--- config.mk ---
export PLATFORM = sky130hd
export DESIGN_NAME = acdcs_top
export DESIGN_NICKNAME = d
export VERILOG_FILES = /design/src/acdcs_pkg.sv /design/src/acdcs_clk_if.sv /design/src/acdcs_divider.sv /design/src/acdcs_stabilizer.sv /design/src/acdcs_top.sv
export SDC_FILE = /design/constraint.sdc
export NUM_CORES = 1
export LEC_CHECK = 0
export ABC_AREA = 1
export BUFFER_PORTS_ARGS = -buffer_cell sky130_fd_sc_hd__buf_2
export CORE_UTILIZATION = 48
export CTS_CLUSTER_SIZE = 10
export DETAILED_ROUTE_END_ITERATION = 12
export HOLD_SLACK_MARGIN = 0.12
export PLACE_DENSITY = 0.68
export SLEW_MARGIN = 40
export SYNTH_ARGS = -nofsm -noshare
export SYNTH_HDL_FRONTEND = slang
export SYNTH_SLANG_ARGS = --single-unit
export TNS_END_PERCENT = 1
--- constraint.sdc ---
create_clock -name clk_i -period 2.8 [get_ports clk_i]
set_clock_uncertainty 0.15 [all_clocks]
set_input_delay 0.56 -clock clk_i [delete_from_list [all_inputs] [get_ports clk_i]]
set_output_delay 0.56 -clock clk_i [all_outputs]
set_load 0.1 [all_outputs]
--- src/acdcs_pkg.sv ---
// constants shared by the clock divider and duty cycle stabilizer block
package acdcs_pkg;
    // register address and data widths
    localparam int ADDR_W = 12;
    localparam int DATA_W = 8;
    // register offsets
    localparam logic [11:0] OFS_STAB = 12'h009;
    localparam logic [11:0] OFS_DIV = 12'h00C;
    localparam logic [11:0] OFS_STATUS = 12'h00D;
    localparam logic [11:0] OFS_ALIGN = 12'h100;
    // field positions
    localparam int ALIGN_EVERY_BIT = 1;
    localparam int ALIGN_FIRST_BIT = 2;
    localparam int STAT_LOCK_BIT = 0;
    localparam int STAT_ARMED_BIT = 1;
    localparam int STAT_ACTIVE_BIT = 2;
    localparam int DIV_RATIO_MSB = 3;
    // values after reset, and the stabilizer off value
    localparam logic [7:0] STAB_RESET = 8'h01;
    localparam logic [7:0] DIV_RESET = 8'h02;
    localparam logic [7:0] ALIGN_RESET = 8'h00;
    localparam logic [7:0] STAB_OFF = 8'h00;
    // divide ratio limits
    localparam logic [3:0] RATIO_MIN = 4'h2;
    localparam logic [3:0] RATIO_MAX = 4'h8;
    // timing
    localparam int SYS_CLK_MHZ = 200;
    localparam int STAB_MIN_MHZ = 20;
    localparam int LOCK_MIN_NS = 1500;
    localparam int LOCK_MAX_NS = 5000;
    localparam int SLOW_PERIOD_INT = SYS_CLK_MHZ / STAB_MIN_MHZ;
    localparam int LOCK_CYC_INT = (LOCK_MIN_NS * SYS_CLK_MHZ + 999) / 1000;
    localparam logic [4:0] SLOW_PERIOD_CYC = 5'(SLOW_PERIOD_INT);
    localparam logic [8:0] LOCK_CYC = 9'(LOCK_CYC_INT);
    localparam logic [4:0] SINCE_MAX = 5'h1F;
endpackage

--- src/acdcs_clk_if.sv ---
// link between the clock divider and the duty cycle stabilizer
`timescale 1ns/10ps
interface acdcs_clk_if;
    logic [3:0] ratio;
    logic align;
    logic div_clk;
    logic div_rise;
    modport div (
        input ratio,
        input align,
        output div_clk,
        output div_rise
    );
    modport stab (
        input div_clk,
        input div_rise
    );
endinterface

--- src/acdcs_divider.sv ---
// integer clock divider with alignment reset
`timescale 1ns/10ps
module acdcs_divider (
    input wire logic clk_i,
    input wire logic reset_i,
    input wire logic smp_clk_i,
    acdcs_clk_if.div link
);
    import acdcs_pkg::*;

    logic smp_prev;
    logic [3:0] cnt;
    logic div_clk;
    logic div_rise;
    logic next_smp_prev;
    logic [3:0] next_cnt;
    logic next_div_clk;
    logic next_div_rise;
    logic rise;
    logic fall;
    logic [3:0] last;
    logic [3:0] half;

    always_comb begin
        next_smp_prev = smp_clk_i;
        next_cnt = cnt;
        next_div_clk = div_clk;
        next_div_rise = 1'b0;
        rise = smp_clk_i & ~smp_prev;
        fall = ~smp_clk_i & smp_prev;
        last = link.ratio - 4'h1;
        half = link.ratio >> 1;
        if (link.align) begin
            // back to the initial count: next input rise starts a fresh output period
            next_cnt = last;
            next_div_clk = 1'b0;
        end else begin
            if (rise) begin
                if (cnt >= last) begin
                    next_cnt = 4'h0;
                    next_div_clk = 1'b1;
                    next_div_rise = 1'b1;
                end else begin
                    next_cnt = cnt + 4'h1;
                    if (!link.ratio[0] && (cnt + 4'h1) == half) begin
                        next_div_clk = 1'b0;
                    end
                end
            end
            // odd ratio ends the high phase on an input fall, so duty follows the input
            if (fall && link.ratio[0] && cnt == half) begin
                next_div_clk = 1'b0;
            end
        end
    end

    always_ff @(posedge clk_i) begin
        if (reset_i) begin
            smp_prev <= 1'b0;
            cnt <= RATIO_MIN - 4'h1;
            div_clk <= 1'b0;
            div_rise <= 1'b0;
        end else begin
            smp_prev <= next_smp_prev;
            cnt <= next_cnt;
            div_clk <= next_div_clk;
            div_rise <= next_div_rise;
        end
    end

    assign link.div_clk = div_clk;
    assign link.div_rise = div_rise;
endmodule

--- src/acdcs_stabilizer.sv ---
// duty cycle stabilizer loop with lock tracking and bypass
`timescale 1ns/10ps
module acdcs_stabilizer (
    input wire logic clk_i,
    input wire logic reset_i,
    input wire logic enable_i,
    acdcs_clk_if.stab link,
    output logic stab_clk_o,
    output logic locked_o
);
    import acdcs_pkg::*;

    logic [4:0] since;
    logic [4:0] period;
    logic [8:0] lock_cnt;
    logic locked;
    logic out;
    logic [4:0] next_since;
    logic [4:0] next_period;
    logic [8:0] next_lock_cnt;
    logic next_locked;
    logic next_out;
    logic slow;

    always_comb begin
        next_since = (since == SINCE_MAX) ? since : since + 5'h1;
        next_period = period;
        next_lock_cnt = lock_cnt;
        next_locked = locked;
        slow = since > SLOW_PERIOD_CYC;
        if (link.div_rise) begin
            next_since = 5'h1;
            next_period = since;
        end
        if (!enable_i || slow) begin
            // loop cannot follow a clock this slow
            next_lock_cnt = 9'h0;
            next_locked = 1'b0;
        end else if (link.div_rise && since != period) begin
            // a new period restarts the lock wait
            next_lock_cnt = 9'h0;
            next_locked = 1'b0;
        end else if (lock_cnt >= LOCK_CYC - 9'h1) begin
            next_locked = 1'b1;
        end else begin
            next_lock_cnt = lock_cnt + 9'h1;
        end
        if (enable_i && locked) begin
            // rising edge kept, falling edge placed at half the measured period
            if (link.div_rise) begin
                next_out = 1'b1;
            end else if (since == (period >> 1)) begin
                next_out = 1'b0;
            end else begin
                next_out = out;
            end
        end else begin
            next_out = link.div_clk;
        end
    end

    always_ff @(posedge clk_i) begin
        if (reset_i) begin
            since <= SINCE_MAX;
            period <= 5'h0;
            lock_cnt <= 9'h0;
            locked <= 1'b0;
            out <= 1'b0;
        end else begin
            since <= next_since;
            period <= next_period;
            lock_cnt <= next_lock_cnt;
            locked <= next_locked;
            out <= next_out;
        end
    end

    assign stab_clk_o = out;
    assign locked_o = locked;
endmodule

--- src/acdcs_top.sv ---
// clock divider and duty cycle stabilizer control, top level with registers
//
// What this block does
// - the incoming sample clock is divided by an integer ratio from two to eight.
// - an even ratio gives a half high, half low output whatever the input duty.
// - an odd ratio of three, five or seven gives an output duty that follows the input.
// - a valid alignment pulse returns the divider to its initial count state.
// - two bits of the alignment register choose realign on every pulse or first only.
// - the enabled stabilizer rebuilds the falling edge for a balanced duty, keeping rise.
// - the stabilizer loop does not run when the clock is below twenty megahertz.
// - after a frequency change the loop needs 1.5 to 5 microseconds to relock.
// - while unlocked the loop is bypassed and timing follows the incoming duty.
// - in pin mode the stabilizer is on while the select pin is high.
// - in serial mode the stabilizer is on after reset and writing 0x00 turns it off.
// - in pin mode a low select pin leaves the stabilizer off, high being the default.
`timescale 1ns/10ps
module acdcs_top (
    input wire logic clk_i,
    input wire logic reset_i,
    input wire logic smp_clk_i,
    input wire logic sync_i,
    input wire logic serial_mode_i,
    input wire logic pin_mode_stabilizer_select_i,
    input wire logic [acdcs_pkg::ADDR_W-1:0] reg_addr_i,
    input wire logic [acdcs_pkg::DATA_W-1:0] reg_wdata_i,
    input wire logic reg_we_i,
    input wire logic reg_re_i,
    output logic [acdcs_pkg::DATA_W-1:0] reg_rdata_o,
    output logic reg_rvalid_o,
    output logic internal_clk_o,
    output logic divided_clk_o,
    output logic stabilizer_active_o,
    output logic stabilizer_locked_o,
    output logic align_armed_o
);
    import acdcs_pkg::*;

    // register state
    logic [7:0] stab_reg;
    logic [7:0] div_reg;
    logic [7:0] align_reg;
    logic [7:0] next_stab_reg;
    logic [7:0] next_div_reg;
    logic [7:0] next_align_reg;

    // alignment state
    logic sync_prev;
    logic armed;
    logic next_sync_prev;
    logic next_armed;
    logic sync_pulse;
    logic align_now;

    // read port state
    logic [7:0] rdata;
    logic rvalid;
    logic [7:0] next_rdata;
    logic next_rvalid;

    // output stage state
    logic int_clk;
    logic div_clk_q;
    logic active;
    logic locked_q;
    logic next_int_clk;
    logic next_div_clk_q;
    logic next_active;
    logic next_locked_q;

    // internal wires
    logic wr_stab;
    logic wr_div;
    logic wr_align;
    logic stab_enable;
    logic [3:0] ratio;
    logic stab_clk;
    logic stab_locked;

    acdcs_clk_if link ();

    // one strobe at one register offset
    function automatic logic addr_hit(input logic strobe, input logic [11:0] a,
            input logic [11:0] ofs);
        return strobe && a == ofs;
    endfunction

    // status byte as read back at the status offset
    function automatic logic [7:0] status_byte(input logic lock, input logic arm,
            input logic en);
        logic [7:0] s;
        s = 8'h00;
        s[STAT_LOCK_BIT] = lock;
        s[STAT_ARMED_BIT] = arm;
        s[STAT_ACTIVE_BIT] = en;
        return s;
    endfunction

    // write decode
    always_comb begin
        wr_stab = addr_hit(reg_we_i, reg_addr_i, OFS_STAB);
        wr_div = addr_hit(reg_we_i, reg_addr_i, OFS_DIV);
        wr_align = addr_hit(reg_we_i, reg_addr_i, OFS_ALIGN);
    end

    // stabilizer control register
    always_comb begin
        next_stab_reg = stab_reg;
        if (wr_stab) begin
            next_stab_reg = reg_wdata_i;
        end
    end

    always_ff @(posedge clk_i) begin
        if (reset_i) begin
            stab_reg <= STAB_RESET;
        end else begin
            stab_reg <= next_stab_reg;
        end
    end

    // divide ratio register
    always_comb begin
        next_div_reg = div_reg;
        if (wr_div) begin
            next_div_reg = reg_wdata_i;
        end
    end

    always_ff @(posedge clk_i) begin
        if (reset_i) begin
            div_reg <= DIV_RESET;
        end else begin
            div_reg <= next_div_reg;
        end
    end

    // alignment control register
    always_comb begin
        next_align_reg = align_reg;
        if (wr_align) begin
            next_align_reg = reg_wdata_i;
        end
    end

    always_ff @(posedge clk_i) begin
        if (reset_i) begin
            align_reg <= ALIGN_RESET;
        end else begin
            align_reg <= next_align_reg;
        end
    end

    // ratio outside two to eight is held at the nearest limit, so the divider never stalls
    always_comb begin
        if (div_reg[DIV_RATIO_MSB:0] < RATIO_MIN) begin
            ratio = RATIO_MIN;
        end else if (div_reg[DIV_RATIO_MSB:0] > RATIO_MAX) begin
            ratio = RATIO_MAX;
        end else begin
            ratio = div_reg[DIV_RATIO_MSB:0];
        end
    end

    // stabilizer enable source
    always_comb begin
        if (serial_mode_i) begin
            stab_enable = stab_reg != STAB_OFF;
        end else begin
            // pin level used as is; the pin is assumed quiet in pin mode
            stab_enable = pin_mode_stabilizer_select_i;
        end
    end

    // alignment pin edge detector; resets low like the idle pin, so no false pulse
    always_comb begin
        next_sync_prev = sync_i;
    end

    always_ff @(posedge clk_i) begin
        if (reset_i) begin
            sync_prev <= 1'b0;
        end else begin
            sync_prev <= next_sync_prev;
        end
    end

    // alignment arming
    always_comb begin
        sync_pulse = sync_i & ~sync_prev;
        align_now = 1'b0;
        next_armed = armed;
        if (sync_pulse) begin
            // first-pulse mode wins when both mode bits are set
            if (align_reg[ALIGN_FIRST_BIT]) begin
                align_now = armed;
                next_armed = 1'b0;
            end else if (align_reg[ALIGN_EVERY_BIT]) begin
                align_now = 1'b1;
            end
        end
        // a write in the same cycle as a pulse leaves the block armed again
        if (wr_align) begin
            next_armed = 1'b1;
        end
    end

    always_ff @(posedge clk_i) begin
        if (reset_i) begin
            armed <= 1'b0;
        end else begin
            armed <= next_armed;
        end
    end

    assign link.ratio = ratio;
    assign link.align = align_now;

    acdcs_divider acdcs_divider_inst (
        .clk_i(clk_i),
        .reset_i(reset_i),
        .smp_clk_i(smp_clk_i),
        .link(link)
    );

    acdcs_stabilizer acdcs_stabilizer_inst (
        .clk_i(clk_i),
        .reset_i(reset_i),
        .enable_i(stab_enable),
        .link(link),
        .stab_clk_o(stab_clk),
        .locked_o(stab_locked)
    );

    // read port: data one cycle after the strobe, unmapped reads return zero
    always_comb begin
        next_rvalid = reg_re_i;
        next_rdata = 8'h00;
        if (reg_re_i) begin
            unique case (reg_addr_i)
                OFS_STAB: begin
                    next_rdata = stab_reg;
                end
                OFS_DIV: begin
                    next_rdata = div_reg;
                end
                OFS_ALIGN: begin
                    next_rdata = align_reg;
                end
                OFS_STATUS: begin
                    next_rdata = status_byte(stab_locked, armed, stab_enable);
                end
                default: begin
                    next_rdata = 8'h00;
                end
            endcase
        end
    end

    always_ff @(posedge clk_i) begin
        if (reset_i) begin
            rdata <= 8'h00;
            rvalid <= 1'b0;
        end else begin
            rdata <= next_rdata;
            rvalid <= next_rvalid;
        end
    end

    // clock outputs; the internal clock is the stabilizer output, which bypasses when unlocked
    always_comb begin
        next_int_clk = stab_clk;
        next_div_clk_q = link.div_clk;
    end

    always_ff @(posedge clk_i) begin
        if (reset_i) begin
            int_clk <= 1'b0;
            div_clk_q <= 1'b0;
        end else begin
            int_clk <= next_int_clk;
            div_clk_q <= next_div_clk_q;
        end
    end

    // status outputs, one cycle behind the live flags
    always_comb begin
        next_active = stab_enable;
        next_locked_q = stab_locked;
    end

    always_ff @(posedge clk_i) begin
        if (reset_i) begin
            active <= 1'b0;
            locked_q <= 1'b0;
        end else begin
            active <= next_active;
            locked_q <= next_locked_q;
        end
    end

    assign reg_rdata_o = rdata;
    assign reg_rvalid_o = rvalid;
    assign internal_clk_o = int_clk;
    assign divided_clk_o = div_clk_q;
    assign stabilizer_active_o = active;
    assign stabilizer_locked_o = locked_q;
    assign align_armed_o = armed;
endmodule

==> out/qor.csv, run 1 <==
stage,metric,value,unit
synth,adder-cell share of the synthesized area,3.639,%
clock_network,clk slew on worst S/H paths,0.07,ns
layout,Syn-to-layout area delta,15.03,%
sta,worst slew pin tran,0.5043,ns
worst_hold_path,hold path cells,2,
layout,share of layout cells above drive strength 1,14.29,%
floorplan,Core ar.,0.006869,mm²
sta,RSZ-0062 raised after global routing,no,
global_routing,largest net degree at the start of global routing,18,
worst_setup_path,CP startpoint kind,flip-flop,
power_and_ir_drop,Peak VDD IR,0.0002281,V
floorplan,Initial Util,50.05,%
placed_design,HPWL Detailed,5774,µm
synth,Simple-Gate Fraction of Synth Area,32.82,%
run,total of max-cap violations,0,
synth,Synth cell types,38,
sta,Final min period,2.429,ns
power_and_ir_drop,total power,2.267,mW
clock_network,CTS max path bufs,2,
synth,Mapped Avg Cell Area,6.822,µm²
synth,post-synthesis instance area,0.003438,mm²
layout,fin cells,649,
worst_setup_path,Crit path required time,2.93,ns
sta,setup TNS,0,ns
layout,max reg flops,9,
power_and_ir_drop,Pwr per Cell Area,573.1,mW/mm²
clock_network,CTS tree,yes,
sta,maximum clock rate,0.4117,GHz
placed_design,port bufs,41,
global_routing,grt ovf,0,
clock_network,clock latency at the later pin of the worst-skew pair,0.35,ns
synth,Synth Area in XOR/XNOR,3.057,%
global_routing,GRT Util Overall,22.06,%
detailed_routing,DRC viols,0,
detailed_routing,via count,3207,
worst_setup_path,Worst setup EP type,flip-flop,
layout,Biggest register,acdcs_stabilizer_inst.lock_cnt,
worst_setup_path,"Arr. time, crit path",2.56,ns
worst_hold_path,worst hold path type,reg -> reg,
synth,"Async S/R FF share, synth",0,%
detailed_routing,WL/cell,11.92,µm
clock_network,TritonCTS Sinks,67,
placed_design,gpl congestion,0.9248,
sta,Worst slew margin,66.34,%
floorplan,die width,86.64,µm
clock_network,Root Driver,clkbuf_8,
sta,crit share post-route,86.74,%
synth,"Seq/Total Area, Yosys",39.01,%
clock_network,total CTS buffers,9,
synth,Post-synth EDFFs,0,
layout,# nets final,586,
worst_setup_path,r2r worst-path depth,13,
detailed_routing,Routed Antenna Nets,0,
floorplan,IO Pins,42,
clock_network,CTS Hold Buffers Added,0,
layout,post-route design area,0.003955,mm²
global_routing,GRT met1 Usage,28.90,%
synth,mux contribution to synthesized area,0,%
sta,Max Slew Vio Count,0,
synth,Synth Net Count,542,
synth,"FF+latch count, synth",67,
power_and_ir_drop,P_leak,1.809,nW
detailed_routing,WL final,7738,µm
detailed_routing,Detailed Route Iter0 Violations,154,
global_routing,vias in the first global route,2825,
global_routing,first-pass GRT wire length,12830,µm
worst_setup_path,Setup Crit Path Kind,reg -> reg,
worst_setup_path,crit path max fanout,5,
layout,Filler Cell Count,673,
synth,complex-gate fraction of the synthesized area,12.15,%
detailed_routing,DRT Pass-1 Iters,4,
global_routing,met3 Use GR,4.571,%
global_routing,Top Usage Layer GRT,met2,
placed_design,Area after DPL,0.003729,mm²
detailed_routing,Via density,4.941,
layout,n_diodes,0,
synth,main combinational cell family by area after synthesis,simple AND/OR/NAND/NOR gates,
synth,Synth Instances,504,
placed_design,dpl cells,633,
synth,synth warn,0,
clock_network,H-tree Lvls,3,
floorplan,die area,0.007506,mm²
global_routing,GR Util met2,34.70,%
global_routing,initial antenna violation count,0,
clock_network,cts repair resizes,0,
clock_network,Post-CTS Setup Bufs,0,
floorplan,row cnt,30,
outcome,status,finished clean,
sta,setup violators final,0,
synth,ys flop type,dfxtp_1,
floorplan,Die Y,86.64,µm
sta,Final Hold Vio Count,0,
through the flow:
stage                     util [%]  hold WS, ns  setup slack [ns]
final                        57.58       0.2828            0.3712
after detailed placement     54.28       0.2807            0.3998
after global routing         57.58       0.2824           0.08624
after global placement       54.28       0.2764            0.5070
after floorplan                  -       0.2531            0.6726
after CTS                    57.58       0.2731            0.3750
cells in the final DEF, fill, tap and decap left out, drive strengths merged:
cell type,netlist,routed
nor3b,1,1
nand2,97,97
a221o,1,1
clkinv,0,2
o311ai,1,1
o211ai,3,3
dfxtp,67,67
nand3b,1,1
buf,4,43
clkinvlp,0,2
bufinv,0,2
or2,1,1
nand4,10,10
o21bai,3,3
xor2,7,7
a21boi,1,1
a21oi,24,24
nor2,106,106
o21ai,41,41
o22ai,1,1
conb,1,1
inv,71,71
ha,10,10
nand3,32,32
o31ai,1,1
clkbuf,6,10
nor3,9,9
xnor2,5,5
layer usage:
metal	wire [µm]	share of wire, %
met5	0	0
met4	121	1.6
met3	341	4.4
met2	3573	46
met1	3702	48
layout make-up:
cell class	count	area (µm²)	share of cell area, %
clock buffer	10	137.6	3.480
clock inverter	6	88.84	2.246
inverter	71	266.5	6.738
multi-input combinational	356	1780	45.02
sequential	67	1341	33.91
tap	96	120.1	3.037
timing repair buffer	43	220.2	5.568
path summary, 6_finish.rpt:
check,end,from,slack [ns]
setup reg to reg,acdcs_divider_inst.cnt[3],div_reg[3],0.37
hold / removal,internal_clk_o,acdcs_stabilizer_inst.stab_clk_o,0.28
setup / recovery,acdcs_divider_inst.cnt[3],div_reg[3],0.37
hold reg to reg,internal_clk_o,acdcs_stabilizer_inst.stab_clk_o,0.28
cell families (layout without fill, tap and decap cells):
group | count (synthesis) | after routing
compound gates | 76 | 76
simple gates | 257 | 257
other cells | 1 | 1
xor+xnor | 12 | 12
buf+inv | 81 | 130
fa+ha+maj | 10 | 10
flops | 67 | 67
cell usage after synthesis, types with 2 or more instances:
library cell | count | area share [%]
nand3_2 | 3 | 0.87
ha_1 | 10 | 3.6
o21bai_1 | 3 | 0.65
nor2_2 | 2 | 0.36
xor2_1 | 7 | 1.8
nand2_1 | 95 | 10
nor3_1 | 9 | 1.3
nand4_1 | 10 | 1.8
xnor2_1 | 5 | 1.3
clkbuf_1 | 6 | 0.65
o211ai_1 | 3 | 0.65
nor2_1 | 100 | 11
o21ai_0 | 36 | 5.2
o21ai_1 | 4 | 0.58
inv_2 | 4 | 0.44
dfxtp_1 | 67 | 39
a21oi_1 | 23 | 3.3
nor2_4 | 4 | 1.3
nand3_1 | 28 | 4.1
inv_1 | 67 | 7.3
where the power goes:
group | switching, mW | internal, mW
Combinational | 0.194 | 0.115
Clock | 0.385 | 0.525
Sequential | 0.0551 | 0.993
Total | 0.633 | 1.63
worst max-delay path, cell delays in order (launching register included):
cell and delay, ns:
dfxtp_1 0.33, inv_1 0.14, nand2_1 0.07, nor2_1 0.16, inv_1 0.11, ha_1 0.20
xnor2_1 0.19, inv_1 0.06, ha_1 0.29, nand4_1 0.10, nand3_1 0.14, nor2_1 0.21
nand2_1 0.08, a21oi_1 0.12
Note: power is estimated with default switching activity, not from simulation.
==> run 2, diff against run 1 <==
--- a/config.mk
+++ b/config.mk
@@ -5,13 +5,12 @@
 export SDC_FILE = /design/constraint.sdc
 export NUM_CORES = 1
 export LEC_CHECK = 0
-export ABC_AREA = 1
 export BUFFER_PORTS_ARGS = -buffer_cell sky130_fd_sc_hd__buf_2
-export CORE_UTILIZATION = 48
+export CORE_UTILIZATION = 50
 export CTS_CLUSTER_SIZE = 10
 export DETAILED_ROUTE_END_ITERATION = 12
 export HOLD_SLACK_MARGIN = 0.12
-export PLACE_DENSITY = 0.68
+export PLACE_DENSITY = 0.71
 export SLEW_MARGIN = 40
 export SYNTH_ARGS = -nofsm -noshare
 export SYNTH_HDL_FRONTEND = slang
==> out/qor.csv, run 2 <==
stage,metric,value,unit,change
clock_network,TritonCTS Sinks,67,,unchanged
synth,ys flop type,dfxtp_1,,
synth,Synth Instances,335,,-34%
sta,Final Hold Vio Count,0,,unchanged
global_routing,initial antenna violation count,0,,unchanged
clock_network,H-tree Lvls,3,,unchanged
sta,crit share post-route,91.96,%,+5.2 points
layout,# nets final,416,,-29%
layout,fin cells,457,,-30%
synth,Synth Net Count,373,,-31%
placed_design,dpl cells,442,,-30%
worst_setup_path,CP max-delay cell,a2111oi_0,,
synth,Synth cell types,48,,+26%
detailed_routing,WL/cell,13.65,µm,+14%
placed_design,HPWL Detailed,4333,µm,-25%
sta,setup TNS,0,ns,unchanged
sta,maximum clock rate,0.3884,GHz,-5.7%
power_and_ir_drop,Pwr per Cell Area,622.5,mW/mm²,+8.6%
clock_network,total CTS buffers,9,,unchanged
sta,setup violators final,0,,unchanged
detailed_routing,Routed Antenna Nets,0,,unchanged
layout,n_diodes,0,,unchanged
floorplan,die width,81.03,µm,-6.5%
worst_setup_path,Worst setup EP type,flip-flop,,
sta,Max Slew Vio Count,0,,unchanged
synth,adder-cell share of the synthesized area,4.006,%,+0.37 points
clock_network,CTS tree,yes,,
worst_hold_path,worst hold path type,in -> reg,,
sta,RSZ-0062 raised after global routing,no,,
worst_setup_path,Crit path required time,2.87,ns,-0.06 ns
layout,Syn-to-layout area delta,14.94,%,about the same
synth,complex-gate fraction of the synthesized area,13.14,%,+0.99 points
sta,setup ws final,0.2252,ns,-0.1460 ns
placed_design,gpl congestion,0.8681,,-6.1%
worst_setup_path,largest stage delay on the critical path,0.36,ns,+0.03 ns
global_routing,GRT Util Overall,20.47,%,-1.6 points
layout,share of layout cells above drive strength 1,18.59,%,+4.3 points
synth,post-synthesis instance area,0.003123,mm²,-9.2%
synth,Synth Area in XOR/XNOR,7.292,%,+4.2 points
placed_design,Area after DPL,0.003395,mm²,-9.0%
layout,Biggest register,acdcs_stabilizer_inst.lock_cnt,,
clock_network,Post-CTS Setup Bufs,0,,unchanged
worst_setup_path,"Arr. time, crit path",2.64,ns,+0.08 ns
placed_design,port bufs,41,,unchanged
global_routing,first-pass GRT wire length,10320,µm,-20%
placed_design,Place WS,0.2213,ns,-0.1786 ns
clock_network,Root Driver,clkbuf_8,,
power_and_ir_drop,total power,2.235,mW,-1.4%
floorplan,Die Y,81.03,µm,-6.5%
clock_network,clk slew on worst S/H paths,0.07,ns,about the same
worst_setup_path,Setup Crit Path Kind,reg -> reg,,
layout,max reg flops,9,,unchanged
outcome,status,finished clean,,
floorplan,Core ar.,0.005956,mm²,-13%
synth,"Seq/Total Area, Yosys",42.95,%,+3.9 points
detailed_routing,via count,2497,,-22%
detailed_routing,WL final,6238,µm,-19%
detailed_routing,DRT Pass-1 Iters,5,,+1
global_routing,largest net degree at the start of global routing,48,,+30
sta,Final min period,2.575,ns,+0.1460 ns
detailed_routing,Via density,5.464,,+11%
floorplan,Initial Util,52.44,%,+2.4 points
floorplan,die area,0.006566,mm²,-13%
synth,synth warn,0,,unchanged
synth,main combinational cell family by area after synthesis,simple AND/OR/NAND/NOR gates,,
detailed_routing,Detailed Route Iter0 Violations,119,,-23%
synth,post-synth top area share,42.95,%,+3.9 points
detailed_routing,DRC viols,0,,unchanged
floorplan,row cnt,28,,-6.7%
synth,Mapped Avg Cell Area,9.322,µm²,+37%
sta,worst slew pin tran,0.6163,ns,+0.1120 ns
global_routing,vias in the first global route,2352,,-17%
floorplan,IO Pins,42,,unchanged
synth,"top cells by count, synth","67 x dfxtp_1, 43 x nor2_1, 23 x mux2i_1, 18 x a21oi_1",,
worst_setup_path,CP startpoint kind,flip-flop,,
synth,mux contribution to synthesized area,7.732,%,+7.7 points
synth,top post-synthesis cells by area,"dfxtp_1 43%, mux2i_1 7.4%, nor2_1 5.2%",,
worst_setup_path,crit path max fanout,5,,unchanged
worst_setup_path,Top Family by Delay on Critical Path,simple AND/OR/NAND/NOR gates,,
worst_setup_path,Worst Path Buf+Inv,0,,-3
synth,Synth area leader,dfxtp_1,,
synth,Post-synth EDFFs,0,,unchanged
worst_setup_path,worst-path cell chain,"nor2b_1, or2_2, ha_1, xnor2_1, ha_1, or2_2, a21oi_1, or3_1, a2111oi_0",,
sta,Worst slew margin,58.73,%,-7.6 points
clock_network,clock latency at the later pin of the worst-skew pair,0.34,ns,about the same
clock_network,CTS max path bufs,2,,unchanged
layout,post-route design area,0.003590,mm²,-9.2%
power_and_ir_drop,Peak VDD IR,0.0004993,V,+120%
layout,"commonest cells after routing, fill and taps aside","67 x dfxtp_1, 43 x nor2_1, 41 x buf_2",,
run,total of max-cap violations,0,,unchanged
global_routing,grt ovf,0,,unchanged
synth,"FF+latch count, synth",67,,unchanged
synth,"count leader, synth",dfxtp_1,,
power_and_ir_drop,P_leak,1.487,nW,-18%
layout,"most common cell after layout, fill and taps aside",dfxtp_1,,
synth,Simple-Gate Fraction of Synth Area,22.44,%,-10 points
synth,"Async S/R FF share, synth",0,%,unchanged
run 2: final timing paths:
kind	startpoint	endpoint	slack, ns	cells after the start
worst max-delay path	div_reg[2]	acdcs_divider_inst.link.div_clk	0.23	9
worst min register to register	acdcs_stabilizer_inst.stab_clk_o	internal_clk_o	0.32	1
worst max register to register	div_reg[2]	acdcs_divider_inst.link.div_clk	0.23	9
worst min-delay path	reset_i	stabilizer_active_o	0.26	2
run 2: kinds of logic after synthesis:
group / Yosys count
buffers and inverters: 17
XOR/XNOR: 26
multiplexers: 24
adder cells (fa/ha/maj): 10
AO/OA/AOI/OAI: 60
AND/OR/NAND/NOR: 130
other: 1
flip-flops: 67
run 2: layer usage:
| layer | vias to the layer above | share of wire (%) | global-route usage, % |
|---|---|---|---|
| li1 | 1275 | - | - |
| met1 | 1158 | 48 | 25.96 |
| met2 | 53 | 46 | 32.94 |
| met3 | 11 | 4.4 | 5.506 |
| met4 | 0 | 1.5 | 7.857 |
| met5 | - | 0 | 0 |
run 2: report_power, final:
group | switching, mW | total (mW) | internal [mW] | leakage (nW)
registers | 0.0776 | 1.08 | 1.00 | 0.544
logic | 0.178 | 0.358 | 0.181 | 0.844
clock network | 0.345 | 0.799 | 0.455 | 0.0995
run 2: what timing repair did:
action / 4_1_cts / 5_1_grt
endpoints found under the hold margin: 0 / 0
hold buffers: 0 / 0
endpoints found under the setup margin: 0 / 4
resized for setup: 0 / 1
run 2: per-stage QoR:
step                      hold slack (ns)  utilization (%)
after floorplan                    0.2869                -
after global placement             0.3086            57.00
after detailed placement           0.3150            57.00
after CTS                          0.2507            60.25
after global routing               0.2650            60.27
final                              0.2595            60.27
run 2: worst reg2reg max path, cell delays in order, from the launching register on:
cell and delay (ns):
dfxtp_1 0.33, nor2b_1 0.15, or2_2 0.30, ha_1 0.22, xnor2_1 0.21, ha_1 0.21
or2_2 0.11, a21oi_1 0.07, or3_1 0.34, a2111oi_0 0.36
run 2: area by class of cell:
| type | count | area, µm² |
|---|---|---|
| multi-input combinational | 251 | 1710 |
| timing repair buffer | 45 | 235.2 |
| inverter | 4 | 15.01 |
| fill | 527 | 2366 |
| clock buffer | 13 | 158.9 |
| tap | 75 | 93.84 |
| clock inverter | 2 | 35.03 |
| sequential | 67 | 1341 |
